`config.mk`:
```
export PLATFORM = sky130hd
export DESIGN_NAME = asc_top
export DESIGN_NICKNAME = d
export VERILOG_FILES = /design/src/hdl/asc_pkg.sv /design/src/hdl/asc_top.sv
export SDC_FILE = /design/constraint.sdc
export NUM_CORES = 1
export LEC_CHECK = 0
export BUFFER_PORTS_ARGS = -buffer_cell sky130_fd_sc_hd__buf_2
export CAP_MARGIN = 25
export CORE_UTILIZATION = 55
export CTS_BUF_LIST = sky130_fd_sc_hd__clkbuf_16
export DETAILED_ROUTE_END_ITERATION = 8
export PLACE_DENSITY_LB_ADDON = 0.2
export SLEW_MARGIN = 5
export SYNTH_ARGS = -nofsm -noshare
export SYNTH_HDL_FRONTEND = slang
export SYNTH_SLANG_ARGS = --single-unit
```
`constraint.sdc`:
```
create_clock -name ref_clk -period 4.4 [get_ports ref_clk]
set_clock_uncertainty 0.05 [all_clocks]
set_input_delay 0.66 -clock ref_clk [delete_from_list [all_inputs] [get_ports ref_clk]]
set_output_delay 0.66 -clock ref_clk [all_outputs]
set_load 0.05 [all_outputs]
```
`src/hdl/asc_pkg.sv`:
```
// constants, field layout and state type for the adc sequence control block
// Contract
// - With the repeat-mode bit at 0 one sequence runs and stops; at 1 sequences restart forever.
// - With the multichannel bit at 0 every conversion samples the input named by the select field.
// - With the multichannel bit at 1 a block of four or eight inputs is converted in turn.
// - The sequence-length bit gives four conversions at 0 and eight at 1.
// - Single-channel results fill slots 0 to 3 or 0 to 7 by sequence length.
// - Select codes 0-7 are inputs, 8-11 reserved, 12 high, 13 low, 14 midpoint, 15 test.
// - Input 7 is tied to analog ground, so converting it gives the ground level.
// - Multichannel four-mode uses the top two select bits as block number, results in slots 0-3.
// - Multichannel eight-mode uses only the top select bit, results in slots 0-7.
// - Status holds sequence-complete at 15, pointer at 10:8, complete flags at 7:0, all reset 0.
// - Sequence-complete sets after the first finished sequence and clears on a new start.
// - A slot's complete flag sets when a result lands there and holds until the slot is read.
// - The pointer shows the next slot to be written, the slot of the conversion in progress.
// - A control write starts a new sequence, aborting a running one and clearing all flags.
package asc_pkg;
  localparam logic [7:0]  CTRL_OFFSET   = 8'h00;
  localparam logic [7:0]  STATUS_OFFSET = 8'h04;
  localparam logic [7:0]  RESULT_BASE   = 8'h20;
  localparam int          CTRL_W        = 7;
  localparam int          CTRL_SCAN_BIT = 6;
  localparam int          CTRL_MULTICHANNEL_BIT_BIT = 5;
  localparam int          CTRL_LEN_BIT  = 4;
  localparam int          CTRL_SEL_LSB  = 0;
  localparam logic [6:0]  CTRL_RESET    = 7'h00;
  localparam int          STAT_SCF_BIT  = 15;
  localparam int          STAT_PTR_LSB  = 8;
  localparam int          STAT_CCF_LSB  = 0;
  localparam logic [15:0] STATUS_RESET  = 16'h0000;
  localparam int          SLOT_COUNT    = 8;
  localparam logic [2:0]  LAST_SHORT    = 3'h3;
  localparam logic [2:0]  LAST_LONG     = 3'h7;
  localparam logic [3:0]  CODE_GROUND   = 4'h7;
  localparam logic [1:0]  HTRANS_NONSEQ = 2'h2;
  typedef enum logic [1:0] {ASC_IDLE, ASC_ISSUE, ASC_WAIT} asc_state_type;
endpackage

```
`src/hdl/asc_top.sv`:
```
// adc sequence control: ahb-lite register slave plus conversion sequencer
//
// Chosen here: register access over AHB-Lite and the address map.
`timescale 1ns/1ps
module asc_top #(
  parameter int RES_W = 10
) (
  // clock and reset
  input  wire logic             ref_clk,
  input  wire logic             arst_n,
  // ahb-lite slave
  input  wire logic             hsel,
  input  wire logic [31:0]      haddr,
  input  wire logic [1:0]       htrans,
  input  wire logic             hwrite,
  input  wire logic [2:0]       hsize,
  input  wire logic [31:0]      hwdata,
  input  wire logic             hready,
  output logic      [31:0]      hrdata,
  output logic                  hreadyout,
  output logic                  hresp,
  // converter core and multiplexer
  output logic                  conv_start,
  output logic                  conv_abort,
  output logic      [3:0]       conv_channel,
  output logic                  conv_ground_select,
  input  wire logic             conv_done,
  input  wire logic [RES_W-1:0] conv_result,
  // status
  output logic                  seq_busy
);

  generate
    if (RES_W < 1 || RES_W > 16) begin : g_bad_width
      $error("asc_top: RES_W must lie in 1..16");
    end
  endgenerate

  // reset release through two flops
  logic rst_meta;
  logic rst_n;
  always_ff @(posedge ref_clk or negedge arst_n) begin
    if (!arst_n) begin
      rst_meta <= 1'b0;
      rst_n    <= 1'b0;
    end else begin
      rst_meta <= 1'b1;
      rst_n    <= rst_meta;
    end
  end

  // bus state
  logic        wr_pend;
  logic [7:0]  wr_addr;
  logic [31:0] rd_data;
  logic        next_wr_pend;
  logic [7:0]  next_wr_addr;
  logic [31:0] next_rd_data;

  // sequencer state
  asc_pkg::asc_state_type    state;
  asc_pkg::asc_state_type    next_state;
  logic [asc_pkg::CTRL_W-1:0] ctrl;
  logic [asc_pkg::CTRL_W-1:0] next_ctrl;
  logic [2:0]                ptr;
  logic [2:0]                next_ptr;
  logic                      sequence_complete_flag;
  logic                      next_scf;
  logic [7:0]                ccf;
  logic [7:0]                next_ccf;
  logic                      first_seq;
  logic                      next_first_seq;
  logic [RES_W-1:0]          slot      [asc_pkg::SLOT_COUNT];
  logic [RES_W-1:0]          next_slot [asc_pkg::SLOT_COUNT];
  logic                      next_start;
  logic                      next_abort;
  logic [3:0]                next_chan;
  logic                      next_ground;

  // decoded address phase
  logic       acc;
  logic       rd_acc;
  logic       slot_hit;
  logic [7:0] ccf_clear;
  logic       wr_ctrl;
  logic [15:0] status;
  logic       scan;
  logic       multichannel_bit;
  logic       long_seq;
  logic [3:0] sel;
  logic [2:0] last_ptr;
  logic [3:0] chan_code;

  assign scan     = ctrl[asc_pkg::CTRL_SCAN_BIT];
  assign multichannel_bit     = ctrl[asc_pkg::CTRL_MULTICHANNEL_BIT_BIT];
  assign long_seq = ctrl[asc_pkg::CTRL_LEN_BIT];
  assign sel      = ctrl[asc_pkg::CTRL_SEL_LSB +: 4];

  assign acc      = hsel && hready && htrans[1];
  assign rd_acc   = acc && !hwrite;
  assign slot_hit = haddr[7:5] == asc_pkg::RESULT_BASE[7:5];
  assign wr_ctrl  = wr_pend && (wr_addr == asc_pkg::CTRL_OFFSET);

  // zero wait states, never an error
  assign hreadyout = 1'b1;
  assign hresp     = 1'b0;
  assign hrdata    = rd_data;
  assign seq_busy  = state != asc_pkg::ASC_IDLE;

  always_comb begin
    status = asc_pkg::STATUS_RESET;
    status[asc_pkg::STAT_SCF_BIT] = sequence_complete_flag;
    status[asc_pkg::STAT_PTR_LSB +: 3] = ptr;
    status[asc_pkg::STAT_CCF_LSB +: 8] = ccf;
  end

  // sequence length picks the last slot index
  assign last_ptr = long_seq ? asc_pkg::LAST_LONG : asc_pkg::LAST_SHORT;

  // channel code for the conversion about to start
  always_comb begin
    if (!multichannel_bit) begin
      chan_code = sel;
    end else if (long_seq) begin
      chan_code = {sel[3], ptr};
    end else begin
      chan_code = {sel[3:2], ptr[1:0]};
    end
  end

  // reading a result slot clears its flag
  always_comb begin
    ccf_clear = 8'h00;
    if (rd_acc && slot_hit) begin
      ccf_clear[haddr[4:2]] = 1'b1;
    end
  end

  // bus: capture write address, return read data one phase later
  always_comb begin
    next_wr_pend = acc && hwrite;
    next_wr_addr = haddr[7:0];
    next_rd_data = rd_data;
    if (rd_acc) begin
      next_rd_data = 32'h0000_0000;
      if (slot_hit) begin
        next_rd_data[RES_W-1:0] = slot[haddr[4:2]];
      end else if (haddr[7:0] == asc_pkg::CTRL_OFFSET) begin
        next_rd_data[asc_pkg::CTRL_W-1:0] = ctrl;
      end else if (haddr[7:0] == asc_pkg::STATUS_OFFSET) begin
        next_rd_data[15:0] = status;
      end
    end
  end

  always_ff @(posedge ref_clk or negedge rst_n) begin
    if (!rst_n) begin
      wr_pend <= 1'b0;
      wr_addr <= 8'h00;
      rd_data <= 32'h0000_0000;
    end else begin
      wr_pend <= next_wr_pend;
      wr_addr <= next_wr_addr;
      rd_data <= next_rd_data;
    end
  end

  // sequencer
  always_comb begin
    logic [7:0] ccf_set;
    ccf_set        = 8'h00;
    next_state     = state;
    next_ctrl      = ctrl;
    next_ptr       = ptr;
    next_scf       = sequence_complete_flag;
    next_first_seq = first_seq;
    next_start     = 1'b0;
    next_abort     = 1'b0;
    next_chan      = conv_channel;
    next_ground    = conv_ground_select;
    for (int i = 0; i < asc_pkg::SLOT_COUNT; i++) begin
      next_slot[i] = slot[i];
    end
    if (wr_ctrl) begin
      // a late result of the aborted conversion is dropped here
      next_ctrl      = hwdata[asc_pkg::CTRL_W-1:0];
      next_abort     = state != asc_pkg::ASC_IDLE;
      next_ptr       = 3'h0;
      next_scf       = 1'b0;
      next_first_seq = 1'b1;
      next_state     = asc_pkg::ASC_ISSUE;
    end else begin
      case (state)
        asc_pkg::ASC_IDLE: begin
          next_state = asc_pkg::ASC_IDLE;
        end
        asc_pkg::ASC_ISSUE: begin
          next_start  = 1'b1;
          next_chan   = chan_code;
          next_ground = chan_code == asc_pkg::CODE_GROUND;
          next_state  = asc_pkg::ASC_WAIT;
        end
        asc_pkg::ASC_WAIT: begin
          if (conv_done) begin
            next_slot[ptr] = conv_result;
            ccf_set[ptr]   = 1'b1;
            if (ptr == last_ptr) begin
              next_ptr = 3'h0;
              if (first_seq) begin
                next_scf = 1'b1;
              end
              next_first_seq = 1'b0;
              next_state = scan ? asc_pkg::ASC_ISSUE : asc_pkg::ASC_IDLE;
            end else begin
              next_ptr   = ptr + 3'h1;
              next_state = asc_pkg::ASC_ISSUE;
            end
          end
        end
        default: begin
          next_state = asc_pkg::ASC_IDLE;
        end
      endcase
    end
    // a new result beats a read clear of the same slot
    next_ccf = wr_ctrl ? 8'h00 : ((ccf & ~ccf_clear) | ccf_set);
  end

  always_ff @(posedge ref_clk or negedge rst_n) begin
    if (!rst_n) begin
      state              <= asc_pkg::ASC_IDLE;
      ctrl               <= asc_pkg::CTRL_RESET;
      ptr                <= 3'h0;
      sequence_complete_flag                <= 1'b0;
      ccf                <= 8'h00;
      first_seq          <= 1'b0;
      conv_start         <= 1'b0;
      conv_abort         <= 1'b0;
      conv_channel       <= 4'h0;
      conv_ground_select <= 1'b0;
      for (int i = 0; i < asc_pkg::SLOT_COUNT; i++) begin
        slot[i] <= '0;
      end
    end else begin
      state              <= next_state;
      ctrl               <= next_ctrl;
      ptr                <= next_ptr;
      sequence_complete_flag                <= next_scf;
      ccf                <= next_ccf;
      first_seq          <= next_first_seq;
      conv_start         <= next_start;
      conv_abort         <= next_abort;
      conv_channel       <= next_chan;
      conv_ground_select <= next_ground;
      for (int i = 0; i < asc_pkg::SLOT_COUNT; i++) begin
        slot[i] <= next_slot[i];
      end
    end
  end

endmodule

```
==> metrics list <==
- The count of nets left with antenna violations once routing finished came out at 0.
* Synthesized-area fraction occupied by ao, oa, aoi and oai cells: under 10%
* Routability cong.: 0.7671
- Synth async-reset ratio: 100.0%
* Average routed wire per standard cell: 19.67 um
- Vias in the first global route: approximately 3.8k
* # port buffers: 51
* Via count normalized by instance count: 5.809
- Starting Density: 57.64%
- Multiplexer fraction of the synthesized cell area: 27.76%
- Traced cell by cell, the critical path runs through nor4_1, nand3_1, nand4b_1, mux2_2.
- Required arrival time at the worst endpoint: 4640 ps
- After synthesis, the largest family of logic cells by area is multiplexers.
- Status: complete, no violations
- The mapped netlist covers just over 0.006 mm2.
* Register cell area after layout: 0.003307 mm2
- Reg2reg start: wr_addr[1]
- The clock passes through at most 2 buffers.
- Critical path buffers and inverters: 0
- After Yosys synthesis, and, or, nand and nor cells account for 6.349% of the synthesized area.
- For this run, the top clock speed supported by timing is about 360 MHz.
- The final layout contains routed wiring with a total length of around 12000 um.
- On the final layout, the worst hold slack is 287.8 ps.
- Period utilization: 62.81%
- Areal power density over the cells: 416.4 mW/mm2
- In this run the vertical extent of the chip is 106.7 um.
- The post-route netlist has 41.67% of its cells at a drive strength greater than 1.
* Minimum clock period after layout: 2764 ps
* Core Footprint: 0.01046 mm2
- Launching instance or port of the critical path: wr_addr[1]
- Setup violations remaining at the end of the flow were counted as 0.
- CTS tree: done
* CP top delay family: simple AND/OR/NAND/NOR gates
- Leading cell type in the layout, fill and taps excluded: sky130_fd_sc_hd__dfrtp_1
- The tree built by TritonCTS fans out to 132 sinks.
* Die width: about 110 um
- Setup slack of the worst register-to-register path: 1640 ps
- The clock tree synthesis step divided the H-tree into 4 levels.
* Post-Route Setup TNS: 0 ps
- Sequential area share after synthesis: 54.77%
- The floorplan step defined a die boundary enclosing about 0.011 mm2.
- Overall global routing resource usage: 24.24%
* Kind of capture point of the worst setup path: flip-flop
- Worst vdd rail ir drop: 285.3 uV
* Number of top-level design ports: 127
* Synthesized instance count: 430
- Relative to the synthesized area, the layout overhead comes to 14.13%.
* Cells taking the most area after synthesis: sky130_fd_sc_hd__dfrtp_1 55%, sky130_fd_sc_hd__mux2_2 12%, sky130_fd_sc_hd__mux4_2 7.5%, sky130_fd_sc_hd__mux2_4 6.7%, sky130_fd_sc_hd__buf_4 2.7%
- Measured against its own limit, the worst slew margin works out to 33.93%.
- The biggest area contributor in the post-synthesis netlist is sky130_fd_sc_hd__dfrtp_1.
- Number of synthesized flops with an enable pin: 0
- The first global-routing pass estimated about 20000 um of wire.
- The slowest stage of the critical path belongs to the cell sky130_fd_sc_hd__nand4b_1.
- Synth Area per Inst: 14.03 um2
- Worst Max-Slew Pin Slew: 985.8 ps
- Synthesis instantiated 43 different standard cells from the library.
* DR pass1 iterations: 4
- Number of clock buffers inserted by TritonCTS: 17
- Start-to-end type of the worst setup path: reg -> reg
* Insertion delay to the later sink of the worst-skew pair: between 400 and 500 ps
- Number of slew-limit violations in the final report: 0
- Overall overflow remaining after global route: 0
- HPWL after DPL: 7676 um
- Entering global routing, the biggest net connects 47 pins.
- The number of gates resized after CTS was 0.
- In this run the static leakage power is 3.456 nW.
- Commonest register cell after synthesis: sky130_fd_sc_hd__dfrtp_1
- The Yosys step of the flow raised 0 warnings.
- For this block, the initial DRC count from the detailed router was 180.
* Hold Path Class: reg -> async
- The hold violation total from the final report came to 0.
- Setup repair after global routing left no endpoint under its margin.
- Number of design rule violations left after detail routing: 0
- In this run the post-CTS setup repair buffer count came out at 0.
- Most used cells in the layout excluding fill and tap cells: 131 x sky130_fd_sc_hd__dfrtp_1, 62 x sky130_fd_sc_hd__mux2_2, 51 x sky130_fd_sc_hd__buf_2, 31 x sky130_fd_sc_hd__nand2_1, 27 x sky130_fd_sc_hd__mux2_4
* Antenna diode instance count: 0
* Synthesized-area fraction occupied by adder cells: 0.2075%
* Initial antenna violation count: 0
* Clk slew on worst S/H paths: 60 ps
- For this run, the post-layout net count is between 500 and 600.
* Critical Path AT: 3010 ps
- Maximum cell stage delay along the critical path: 890 ps
- Fill cells: approximately 800
- Fraction of synthesized cell area in xor and xnor cells: 0.2905%
* Footprint of the multi-input gates: 0.002494 mm2
- Share of the synthesized area in the top cell type: 54.77%
* Clock tree root driver cell: sky130_fd_sc_hd__clkbuf_16
- Number of max-cap violations: 0
- Finished Core Util: 65.79%
* Number of rows created at floorplan: 37
* Worst-path fanout max: 13
- Vias after detailed routing: 3648
- Register bit total from synthesis: between 100 and 150
- Startpoint types: flip-flop
[area by class of cell]
cell class | count | share of cell area, %
Sequential cell | 132 | 48.05
Multi-Input combinational cell | 267 | 36.23
Clock buffer | 17 | 6.181
Timing Repair Buffer | 58 | 4.508
Tap cell | 136 | 2.472
Clock inverter | 15 | 2.400
Inverter | 3 | 0.1636
[synthesized netlist by cell type, drive strengths merged (7+ instances only)]
cell type,number
a21oi,16
a22oi,7
buf,35
clkbuf,14
dfrtp,132
mux2,89
mux2i,12
mux4,20
nand2,31
nor2,8
o21ai,14
[state kept, by name, indices dropped and copies added, names as in the netlist]
name                    cells
conv_channel                4
ctrl                        7
state                       2
conv_abort                  1
first_seq                   1
ptr                         3
ccf                         8
conv_start                  1
wr_pend                     1
slot                       80
wr_addr                     8
sequence_complete_flag      1
rst_meta                    1
rst_n                       1
hrdata                     12
conv_ground_select          1
[report_power, final]
group | switching [mW] | internal [mW]
Sequential | 0.0281 | 1.24
Combinational | 0.141 | 0.0596
Clock | 0.512 | 0.882
[path summary, 6_finish.rpt]
path / to / cells after the start
max: slot[51] / 4
min: slot[65] / 0
max reg2reg: slot[51] / 4
min reg2reg: slot[65] / 0
max in group asynchronous: slot[49] / 1
min in group ref_clk: rst_n / 0
[layer usage]
layer  share of wire, %  GRT usage [%]
met5                  0              0
met2                 50          39.31
met1                 42          31.00
met3                5.8          5.410
met4                2.2          11.74
[cells by family (layout without fill, tap and decap cells)]
logic type | after synthesis | count (layout)
mux | 121 | 121
compound gates | 50 | 50
fa+ha+maj | 1 | 1
simple gates | 70 | 70
flops | 132 | 132
other cells | 2 | 23
xor+xnor | 2 | 2
buf+inv | 52 | 93
[repair_timing]
item                                   4_1_cts  5_1_grt
hold buffers                                 1        0
setup endpoints to repair                    0        0
endpoints found under the hold margin        2        0
[stage by stage]
| step | worst slack (ps) | cell area (um2) | power, mW | instances |
|---|---|---|---|---|
| floorplan | 400.1 | 6110 | 1.451 | 451 |
| global placement | 1686 | 6282 | 1.487 | 595 |
| detailed placement | 1711 | 6282 | 1.494 | 595 |
| CTS | 1695 | 6883 | 2.886 | 628 |
| global route | 1465 | 6883 | 2.958 | 628 |
| finish | 1636 | 6883 | 2.866 | 628 |
Note: power is estimated with default switching activity, not from simulation.
